## src/hw/rlcc_map.svh

```systemverilog
// Offsets, field positions, reset values and rule summary of the link core control register
// What this block does
// - Bit 31 resets core except registers, timing
// - Action bits self-clear; writing 0 does nothing
// - Bit 30 resets only the timing generator
// - Bit 29 resets register block to defaults
// - Bit 28 raises software interrupt when masked in
// - Bit 26 aborts the running RF test
// - Endless transmit abort finishes byte, then CRC
// - Endless receive abort finishes packet or powers off
// - Bit 25 aborts current advertising event
// - Bit 24 aborts current scan window
// - Bit 22 allows single exchange ignoring MD
// - Bit 21 disables sequence number management
// - Bit 20 disables acknowledge scheme
// - Bit 18 bypasses data whitening
// - Bit 17 keeps received CRC, zeroes transmitted
// - Bit 8 enables exchange-table pre-fetch
// - Bits 7:4 hold default receive window
// - Sync accepted when errors within bits 2:0
`ifndef RLCC_MAP_SVH
`define RLCC_MAP_SVH
`define RLCC_CTRL_OFS     32'h0400_0000
`define RLCC_CTRL_RST     32'h0000_0000
`define RLCC_RD_MASK      32'h207F_03F7
`define RLCC_ST_MASK      32'h007F_03F7
`define RLCC_B_CORE_RST   31
`define RLCC_B_TG_RST     30
`define RLCC_B_REG_RST    29
`define RLCC_B_SWINT      28
`define RLCC_B_RFT_ABORT  26
`define RLCC_B_ADV_ABORT  25
`define RLCC_B_SCAN_ABORT 24
`define RLCC_B_MD_DIS     22
`define RLCC_B_SN_DIS     21
`define RLCC_B_NESN_DIS   20
`define RLCC_B_CIPH_DIS   19
`define RLCC_B_WHIT_DIS   18
`define RLCC_B_CRC_DIS    17
`define RLCC_B_HOP_DIS    16
`define RLCC_B_ADV_FILT   9
`define RLCC_B_PREFETCH   8
`define RLCC_F_RXWIN_LSB  4
`define RLCC_F_RXWIN_W    4
`define RLCC_F_SYNC_LSB   0
`define RLCC_F_SYNC_W     3
`define RLCC_RESP_OKAY    2'h0
`define RLCC_RESP_SLVERR  2'h2
`endif

```

## src/hw/rlcc_pkg.sv

```systemverilog
// Types shared by the link core control register block
package rlcc_pkg;
   typedef enum logic [2:0] {
      RLCC_IDLE    = 3'h0,
      RLCC_TX_BYTE = 3'h1,
      RLCC_TX_CRC  = 3'h3,
      RLCC_RX_PKT  = 3'h6,
      RLCC_STOP    = 3'h2
   } rlcc_rft_state_t;
endpackage

```

## src/hw/rlcc_ctrl.sv

```systemverilog
// Link core main control register with AXI4-Lite access and the logic it steers
//
// The AXI4-Lite interface to the registers is this design's own decision.
`timescale 1ns/100ps
`default_nettype none
`include "rlcc_map.svh"
module rlcc_ctrl #(
   parameter int ADDR_W     = 32,
   parameter int CRC_W      = 24,
   parameter int SYNC_ERR_W = 6
) (
   input  wire logic                  aclk,
   input  wire logic                  aresetn,
   input  wire logic                  s_axi_awvalid,
   output wire logic                  s_axi_awready,
   input  wire logic [ADDR_W-1:0]     s_axi_awaddr,
   input  wire logic [2:0]            s_axi_awprot,
   input  wire logic                  s_axi_wvalid,
   output wire logic                  s_axi_wready,
   input  wire logic [31:0]           s_axi_wdata,
   input  wire logic [3:0]            s_axi_wstrb,
   output wire logic                  s_axi_bvalid,
   input  wire logic                  s_axi_bready,
   output wire logic [1:0]            s_axi_bresp,
   input  wire logic                  s_axi_arvalid,
   output wire logic                  s_axi_arready,
   input  wire logic [ADDR_W-1:0]     s_axi_araddr,
   input  wire logic [2:0]            s_axi_arprot,
   output wire logic                  s_axi_rvalid,
   input  wire logic                  s_axi_rready,
   output wire logic [31:0]           s_axi_rdata,
   output wire logic [1:0]            s_axi_rresp,
   output wire logic                  core_soft_reset,
   output wire logic                  timing_gen_soft_reset,
   output wire logic                  reg_block_reset,
   input  wire logic                  sw_irq_mask,
   output wire logic                  software_irq_out,
   output wire logic                  advertising_abort,
   output wire logic                  scan_abort,
   input  wire logic                  rftest_tx_endless,
   input  wire logic                  rftest_rx_endless,
   input  wire logic                  tx_byte_done,
   input  wire logic                  tx_crc_done,
   input  wire logic                  rx_access_addr_found,
   input  wire logic                  rx_packet_done,
   output wire logic                  rftest_busy,
   output wire logic                  rftest_stop,
   output wire logic                  rf_power_off,
   output wire logic                  more_data_disable,
   output wire logic                  sequence_number_disable,
   output wire logic                  ack_scheme_disable,
   output wire logic                  cipher_disable,
   output wire logic                  whitening_disable,
   output wire logic                  crc_strip_disable,
   output wire logic                  hop_remap_disable,
   output wire logic                  adv_error_filter_enable,
   output wire logic                  exchange_prefetch_enable,
   output wire logic [3:0]            default_rx_window_us,
   output wire logic [2:0]            sync_word_error_limit,
   input  wire logic                  peer_more_data,
   input  wire logic                  local_more_data,
   output wire logic                  exchange_continue,
   input  wire logic                  hw_sn,
   input  wire logic                  desc_sn,
   input  wire logic                  hw_nesn,
   input  wire logic                  desc_nesn,
   input  wire logic                  rx_hdr_valid,
   input  wire logic                  rx_sn_mismatch,
   input  wire logic                  rx_nesn_mismatch,
   output wire logic                  tx_sn,
   output wire logic                  tx_nesn,
   output wire logic                  sn_error,
   output wire logic                  nesn_error,
   input  wire logic                  link_cipher_enable,
   output wire logic                  payload_encrypt,
   output wire logic                  mic_generate,
   input  wire logic                  tx_data_bit,
   input  wire logic                  whiten_bit,
   output wire logic                  line_bit,
   input  wire logic [CRC_W-1:0]      tx_crc,
   output wire logic [CRC_W-1:0]      tx_crc_out,
   input  wire logic                  rx_pkt_valid,
   input  wire logic                  rx_pkt_error,
   input  wire logic                  rx_on_adv_channel,
   output wire logic                  rx_report,
   input  wire logic                  sync_candidate,
   input  wire logic [SYNC_ERR_W-1:0] sync_bit_errors,
   output wire logic                  sync_found
);

   localparam logic [ADDR_W-1:0] CTRL_ADDR = ADDR_W'(`RLCC_CTRL_OFS);

   logic        awready_r, wready_r, bvalid_r, arready_r, rvalid_r;
   logic        aw_got_r, w_got_r;
   logic [1:0]  bresp_r, rresp_r;
   logic [31:0] rdata_r;
   logic [ADDR_W-1:0] waddr_r;
   logic [31:0] wdata_r;
   logic [3:0]  wstrb_r;
   logic        aw_got_nxt, w_got_nxt, bvalid_nxt, rvalid_nxt;
   logic        do_wr, wr_hit, act_wr;
   logic [31:0] static_r, static_nxt, rd_word;
   logic        core_rst_r, tg_rst_r, reg_rst_r, swirq_r, rft_abort_r, adv_abort_r, scan_abort_r;
   rlcc_pkg::rlcc_rft_state_t state_r, state_nxt;
   logic        rft_stop_r, rf_off_r, rft_busy_r;
   logic        exch_r, tx_sn_r, tx_nesn_r, sn_err_r, nesn_err_r, enc_r, mic_r, line_r, report_r, sync_r;
   logic [CRC_W-1:0] crc_out_r;

   // AXI4-Lite write side: address and data taken in either order, answer after both
   always_comb begin
      do_wr = aw_got_r & w_got_r & ~bvalid_r;
      aw_got_nxt = (aw_got_r | (s_axi_awvalid & awready_r)) & ~do_wr;
      w_got_nxt = (w_got_r | (s_axi_wvalid & wready_r)) & ~do_wr;
      bvalid_nxt = do_wr | (bvalid_r & ~s_axi_bready);
      wr_hit = (waddr_r[ADDR_W-1:2] == CTRL_ADDR[ADDR_W-1:2]);
      act_wr = do_wr & wr_hit & wstrb_r[3];
   end

   always_ff @(posedge aclk) begin
      if (!aresetn) begin
         aw_got_r  <= 1'b0;
         w_got_r   <= 1'b0;
         awready_r <= 1'b0;
         wready_r  <= 1'b0;
         bvalid_r  <= 1'b0;
         bresp_r   <= `RLCC_RESP_OKAY;
         waddr_r   <= '0;
         wdata_r   <= 32'h0000_0000;
         wstrb_r   <= 4'h0;
      end else begin
         aw_got_r  <= aw_got_nxt;
         w_got_r   <= w_got_nxt;
         awready_r <= ~aw_got_nxt & ~bvalid_nxt;
         wready_r  <= ~w_got_nxt & ~bvalid_nxt;
         bvalid_r  <= bvalid_nxt;
         if (s_axi_awvalid && awready_r) begin
            waddr_r <= s_axi_awaddr;
         end
         if (s_axi_wvalid && wready_r) begin
            wdata_r <= s_axi_wdata;
            wstrb_r <= s_axi_wstrb;
         end
         if (do_wr) begin
            bresp_r <= wr_hit ? `RLCC_RESP_OKAY : `RLCC_RESP_SLVERR;
         end
      end
   end

   // Read side: one read in flight, answer one cycle after the address is taken
   always_comb begin
      rvalid_nxt = (s_axi_arvalid & arready_r) | (rvalid_r & ~s_axi_rready);
      rd_word = static_r & `RLCC_RD_MASK;
      rd_word[`RLCC_B_REG_RST] = reg_rst_r;
   end

   always_ff @(posedge aclk) begin
      if (!aresetn) begin
         arready_r <= 1'b0;
         rvalid_r  <= 1'b0;
         rdata_r   <= 32'h0000_0000;
         rresp_r   <= `RLCC_RESP_OKAY;
      end else begin
         arready_r <= ~rvalid_nxt;
         rvalid_r  <= rvalid_nxt;
         if (s_axi_arvalid && arready_r) begin
            if (s_axi_araddr[ADDR_W-1:2] == CTRL_ADDR[ADDR_W-1:2]) begin
               rdata_r <= rd_word;
               rresp_r <= `RLCC_RESP_OKAY;
            end else begin
               rdata_r <= 32'h0000_0000;
               rresp_r <= `RLCC_RESP_SLVERR;
            end
         end
      end
   end

   // Static fields; a pending register reset wins over a write landing in the same cycle
   always_comb begin
      static_nxt = static_r;
      if (do_wr && wr_hit) begin
         for (int i = 0; i < 4; i++) begin
            if (wstrb_r[i]) begin
               static_nxt[8*i +: 8] = wdata_r[8*i +: 8];
            end
         end
      end
      static_nxt = static_nxt & `RLCC_ST_MASK;
      if (reg_rst_r) begin
         static_nxt = `RLCC_CTRL_RST;
      end
   end

   always_ff @(posedge aclk) begin
      if (!aresetn) begin
         static_r <= `RLCC_CTRL_RST;
      end else begin
         static_r <= static_nxt;
      end
   end

   // Action bits live one cycle: a write of 1 fires them, a write of 0 leaves them at 0
   always_ff @(posedge aclk) begin
      if (!aresetn) begin
         core_rst_r   <= 1'b0;
         tg_rst_r     <= 1'b0;
         reg_rst_r    <= 1'b0;
         swirq_r      <= 1'b0;
         rft_abort_r  <= 1'b0;
         adv_abort_r  <= 1'b0;
         scan_abort_r <= 1'b0;
      end else begin
         core_rst_r   <= act_wr & wdata_r[`RLCC_B_CORE_RST];
         tg_rst_r     <= act_wr & wdata_r[`RLCC_B_TG_RST];
         reg_rst_r    <= act_wr & wdata_r[`RLCC_B_REG_RST];
         swirq_r      <= act_wr & wdata_r[`RLCC_B_SWINT] & sw_irq_mask;
         rft_abort_r  <= act_wr & wdata_r[`RLCC_B_RFT_ABORT];
         adv_abort_r  <= act_wr & wdata_r[`RLCC_B_ADV_ABORT];
         scan_abort_r <= act_wr & wdata_r[`RLCC_B_SCAN_ABORT];
      end
   end

   // RF test abort sequencing; an abort with no endless test running is dropped
   always_comb begin
      state_nxt = state_r;
      unique case (state_r)
         rlcc_pkg::RLCC_IDLE: begin
            if (rft_abort_r && rftest_tx_endless) begin
               state_nxt = rlcc_pkg::RLCC_TX_BYTE;
            end else if (rft_abort_r && rftest_rx_endless) begin
               state_nxt = rx_access_addr_found ? rlcc_pkg::RLCC_RX_PKT : rlcc_pkg::RLCC_STOP;
            end
         end
         rlcc_pkg::RLCC_TX_BYTE: begin
            if (tx_byte_done) begin
               state_nxt = rlcc_pkg::RLCC_TX_CRC;
            end
         end
         rlcc_pkg::RLCC_TX_CRC: begin
            if (tx_crc_done) begin
               state_nxt = rlcc_pkg::RLCC_STOP;
            end
         end
         rlcc_pkg::RLCC_RX_PKT: begin
            if (rx_packet_done) begin
               state_nxt = rlcc_pkg::RLCC_STOP;
            end
         end
         rlcc_pkg::RLCC_STOP: begin
            state_nxt = rlcc_pkg::RLCC_IDLE;
         end
         default: begin
            state_nxt = rlcc_pkg::RLCC_IDLE;
         end
      endcase
   end

   // Core soft reset clears the packet-side logic but never the register block
   always_ff @(posedge aclk) begin
      if (!aresetn || core_rst_r) begin
         state_r    <= rlcc_pkg::RLCC_IDLE;
         rft_stop_r <= 1'b0;
         rf_off_r   <= 1'b0;
         rft_busy_r <= 1'b0;
      end else begin
         state_r    <= state_nxt;
         rft_stop_r <= (state_nxt == rlcc_pkg::RLCC_STOP);
         rf_off_r   <= (state_r == rlcc_pkg::RLCC_IDLE) && rft_abort_r && !rftest_tx_endless
                       && rftest_rx_endless && !rx_access_addr_found;
         rft_busy_r <= (state_nxt != rlcc_pkg::RLCC_IDLE);
      end
   end

   // Protocol datapath steered by the disable switches
   always_ff @(posedge aclk) begin
      if (!aresetn || core_rst_r) begin
         exch_r     <= 1'b0;
         tx_sn_r    <= 1'b0;
         tx_nesn_r  <= 1'b0;
         sn_err_r   <= 1'b0;
         nesn_err_r <= 1'b0;
         enc_r      <= 1'b0;
         mic_r      <= 1'b0;
         line_r     <= 1'b0;
         crc_out_r  <= '0;
         report_r   <= 1'b0;
         sync_r     <= 1'b0;
      end else begin
         exch_r     <= ~static_r[`RLCC_B_MD_DIS] & (peer_more_data | local_more_data);
         tx_sn_r    <= static_r[`RLCC_B_SN_DIS] ? desc_sn : hw_sn;
         sn_err_r   <= ~static_r[`RLCC_B_SN_DIS] & rx_hdr_valid & rx_sn_mismatch;
         tx_nesn_r  <= static_r[`RLCC_B_NESN_DIS] ? desc_nesn : hw_nesn;
         nesn_err_r <= ~static_r[`RLCC_B_NESN_DIS] & rx_hdr_valid & rx_nesn_mismatch;
         enc_r      <= link_cipher_enable & ~static_r[`RLCC_B_CIPH_DIS];
         mic_r      <= link_cipher_enable;
         line_r     <= tx_data_bit ^ (whiten_bit & ~static_r[`RLCC_B_WHIT_DIS]);
         crc_out_r  <= static_r[`RLCC_B_CRC_DIS] ? '0 : tx_crc;
         report_r   <= rx_pkt_valid & ~(static_r[`RLCC_B_ADV_FILT] & rx_on_adv_channel
                       & rx_pkt_error);
         sync_r     <= sync_candidate && (sync_bit_errors <= SYNC_ERR_W'(
                       static_r[`RLCC_F_SYNC_LSB +: `RLCC_F_SYNC_W]));
      end
   end

   assign s_axi_awready            = awready_r;
   assign s_axi_wready             = wready_r;
   assign s_axi_bvalid             = bvalid_r;
   assign s_axi_bresp              = bresp_r;
   assign s_axi_arready            = arready_r;
   assign s_axi_rvalid             = rvalid_r;
   assign s_axi_rdata              = rdata_r;
   assign s_axi_rresp              = rresp_r;
   assign core_soft_reset          = core_rst_r;
   assign timing_gen_soft_reset    = tg_rst_r;
   assign reg_block_reset          = reg_rst_r;
   assign software_irq_out         = swirq_r;
   assign advertising_abort        = adv_abort_r;
   assign scan_abort               = scan_abort_r;
   assign rftest_busy              = rft_busy_r;
   assign rftest_stop              = rft_stop_r;
   assign rf_power_off             = rf_off_r;
   assign more_data_disable        = static_r[`RLCC_B_MD_DIS];
   assign sequence_number_disable  = static_r[`RLCC_B_SN_DIS];
   assign ack_scheme_disable       = static_r[`RLCC_B_NESN_DIS];
   assign cipher_disable           = static_r[`RLCC_B_CIPH_DIS];
   assign whitening_disable        = static_r[`RLCC_B_WHIT_DIS];
   assign crc_strip_disable        = static_r[`RLCC_B_CRC_DIS];
   assign hop_remap_disable        = static_r[`RLCC_B_HOP_DIS];
   assign adv_error_filter_enable  = static_r[`RLCC_B_ADV_FILT];
   assign exchange_prefetch_enable = static_r[`RLCC_B_PREFETCH];
   assign default_rx_window_us     = static_r[`RLCC_F_RXWIN_LSB +: `RLCC_F_RXWIN_W];
   assign sync_word_error_limit    = static_r[`RLCC_F_SYNC_LSB +: `RLCC_F_SYNC_W];
   assign exchange_continue        = exch_r;
   assign tx_sn                    = tx_sn_r;
   assign tx_nesn                  = tx_nesn_r;
   assign sn_error                 = sn_err_r;
   assign nesn_error               = nesn_err_r;
   assign payload_encrypt          = enc_r;
   assign mic_generate             = mic_r;
   assign line_bit                 = line_r;
   assign tx_crc_out               = crc_out_r;
   assign rx_report                = report_r;
   assign sync_found               = sync_r;
endmodule
`default_nettype wire

```

## config.mk

```make
export PLATFORM = sky130hd
export DESIGN_NAME = rlcc_ctrl
export DESIGN_NICKNAME = d
export VERILOG_FILES = /design/src/hw/rlcc_pkg.sv /design/src/hw/rlcc_ctrl.sv
export VERILOG_INCLUDE_DIRS = /design/src /design/src/hw
export SDC_FILE = /design/constraint.sdc
export NUM_CORES = 1
export LEC_CHECK = 0
export BUFFER_PORTS_ARGS = -buffer_cell sky130_fd_sc_hd__buf_2
export CORE_AREA = 10 10 126 128
export CTS_BUF_LIST = sky130_fd_sc_hd__clkbuf_8
export DETAILED_ROUTE_END_ITERATION = 16
export DIE_AREA = 0 0 136 138
export GPL_TIMING_DRIVEN = 0
export PLACE_DENSITY_LB_ADDON = 0.2
export SYNTH_ARGS = -nofsm -noshare
export SYNTH_HDL_FRONTEND = slang
export SYNTH_SLANG_ARGS = --single-unit
```

## constraint.sdc

```tcl
create_clock -name aclk -period 1.45 [get_ports aclk]
set_input_delay 0.0725 -clock aclk [delete_from_list [all_inputs] [get_ports aclk]]
set_output_delay 0.0725 -clock aclk [all_outputs]
set_load 0.05 [all_outputs]
```

==> reports/metrics.cfg <==
[routing]
drtAntennaViolNets = 0
routedWlPerCell_um = 15.35
drc = 0
drt-vias-per-instance = 4.673
drt-initial-drc-count = 178
drt_wl_total_mm = 18.36
drt-pass1-iter-count = 5
vias = 5589

[timing]
slew_headroom_pct = 64.14
setup_ws_ns = -0.1857
setup_tns_ns = -3.135
maxSlewViolCount = 0
rsz0062_at_grt = true
finalClockSkew_ns = 0.01134
finalHoldViolCount = 0
fin_crit_sh_pct = 112.8
tightestPinTransition_ns = 0.5379
fmax_mhz = 611.3
fin_hold_ws_ns = 0.003110
fin_crit_ns = 1.636
final-setup-viol-count = 24

[worst_setup_path]
crit_path_end_kind = flop
critPathMaxStageDelay_ns = 0.38
required_ns = 1.84
cp_cell_sequence = nor4_4 -> nand3_4 -> nor4_4 -> buf_12 -> mux2i_1
cp_max_fo = 7
crit_top_cell = nor4_4
cp_top_family = simple AND/OR/NAND/NOR gates
startpoint_type = flop
cp.buffers_inverters = 1
crit_arrival_ns = 2.02
critical_path_class = flop to flop
cp_slowest_cell = nor4_4

[finish]
final_common_cell = buf_2
drive_gt1_share_pct = 34.58
utilization_pct = 65.77
final_area_mm2 = 0.008882
final_cells = 1196
finalNetCount = 1171
final_cell_mix = buf_2, nand2_1, dfxtp_1
area_delta_synth_final_pct = 57.48

[synth]
seq_area_frac_synth_pct = 51.82
synth_cell_types = 36
synth_seq_cells = 146
synthFlopType = dfxtp_1
synth_top_cell_by_area = dfxtp_1
synthTopCellsByArea = dfxtp_1, nand2_1, a21boi_0
syn_area_per_cell_um2 = 9.039
synth_top_area_share_pct = 51.82
netlist_area_mm2 = 0.005640
synth_edf_count = 0
ys_async_sr_fraction_pct = 0
ys_warn_count = 0
synth_cells = 624

[cts]
cts_buffers = 17
clk_pin_slew_ns = 0.09
clock_path_buffers = 2
h-tree-depth = 4
clkLatencyLatePin_ns = 0.46
cts_root_buf = clkbuf_8
cts.sinks = 146
cts_tree = yes

[place]
place_congestion = 0.8212
dp_worst_setup_slack_ns = -0.4367
dp_cells = 1049
hpwl_mm = 13.17
numPortBuffers = 229
post_dp_cell_area_mm2 = 0.007134

[global_routing]
grt-ovfl-total = 0
grtUsageTotal_pct = 19.06
grt_pass1_vias = 5664
grt_max_degree = 17
grt_pass1_wl_mm = 28.86
antenna_found_initial = 0

[floorplan]
core_mm2 = 0.01350
dieHeight_um = 138
die_area_mm2 = 0.01877
rows = 43
die-width_um = 136
io_pins = 266
start_util_pct = 41.77

[power]
power_leakage_nw = 3.948
powerDensity_mw_per_mm2 = 973.9
ir_worst_vdd_mv = 0.4809
finalPower_mw = 8.650

[min_path]
hold_path.class = input pin to flop

[run_status]
violations = setup timing
status = finished, violations left

[flow_run]
max_cap_violations = 0

-- final cells by class --
cell class              instances  area, µm²
fillers                      1115       4622
flip-flops and latches        146       2947
multi-input cells             420       2639
repair buffers                345       2330
plain buffers                  49      274.0
clock buffers                  17      234.0
well taps                     180      225.2
clock inverters                15      145.1
inverters                      23      86.33
diodes                          1      2.502
-- per-layer routing --
metal | vias up | part of all wire [%] | GRT usage, %
met4 | 0 | 2.3 | 7.515
met2 | 203 | 50 | 33.01
li1 | 2797 | - | -
met1 | 2556 | 39 | 20.51
met5 | - | 0 | 0
met3 | 33 | 8.2 | 6.848
-- synth_stat cells (5+ instances only) --
library cell / instances
and3_1: 27
buf_4: 17
o31ai_1: 17
nand2_1: 174
nor3_1: 7
clkbuf_1: 34
and2_1: 26
nor2_1: 14
inv_1: 23
nor4_4: 5
mux2i_1: 18
nor2b_1: 7
nor4_1: 10
dfxtp_1: 146
a21boi_0: 60
-- what timing repair did --
item	4_1_cts	5_1_grt
hold endpoints to repair	100	0
buffers inserted	8	2
setup endpoints to repair	67	94
gates resized for setup	18	43
cloned	0	1
hold buffers	105	0
pin swaps	15	13
-- power by group --
group          switching, mW  internal [mW]  leakage [nW]  total, mW
logic                  0.755          0.614          2.56       1.37
registers             0.0807           4.15          1.20       4.23
clock network           1.79           1.26         0.190       3.05
-- state kept, by name (all words and copies together) (netlist names), 3 cells and up --
name / cells
static_r: 16
state_r: 3
s_axi_rdata: 17
tx_crc_out: 24
waddr_r: 30
wstrb_r: 4
wdata_r: 23
-- worst min-delay path, cell delays in order --
cell      delay, ns
buf_2          0.12
nand2b_2       0.16
nor2_1         0.06
-- worst paths after layout --
kind | from | endpoint | slack [ns] | cells past startpoint
worst min register to register | wdata_r[4]$_SDFFE_PN0P_ | static_r[4]$_SDFFE_PP0P_ | 0.46 | 2
worst max register to register | waddr_r[28]$_SDFFE_PN0P_ | static_r[18]$_SDFFE_PP0P_ | -0.19 | 5
worst max-delay path | waddr_r[28]$_SDFFE_PN0P_ | static_r[18]$_SDFFE_PP0P_ | -0.19 | 5
worst min-delay path | aresetn | line_bit$_SDFF_PP0_ | 0.003 | 3
-- logic make-up after synthesis --
logic type | after synthesis | share of synthesized area, %
AOI/OAI and AO/OA | 89 | 11.67
xor gates and xnor gates | 2 | 0.3106
other | 1 | 0.06648
muxes | 18 | 3.194
DFF | 146 | 51.82
and+or+nand+nor | 291 | 26.22
buffers and inverters | 74 | 6.056
adders and majority gates | 3 | 0.6656
(Power assumes the default switching activity.)
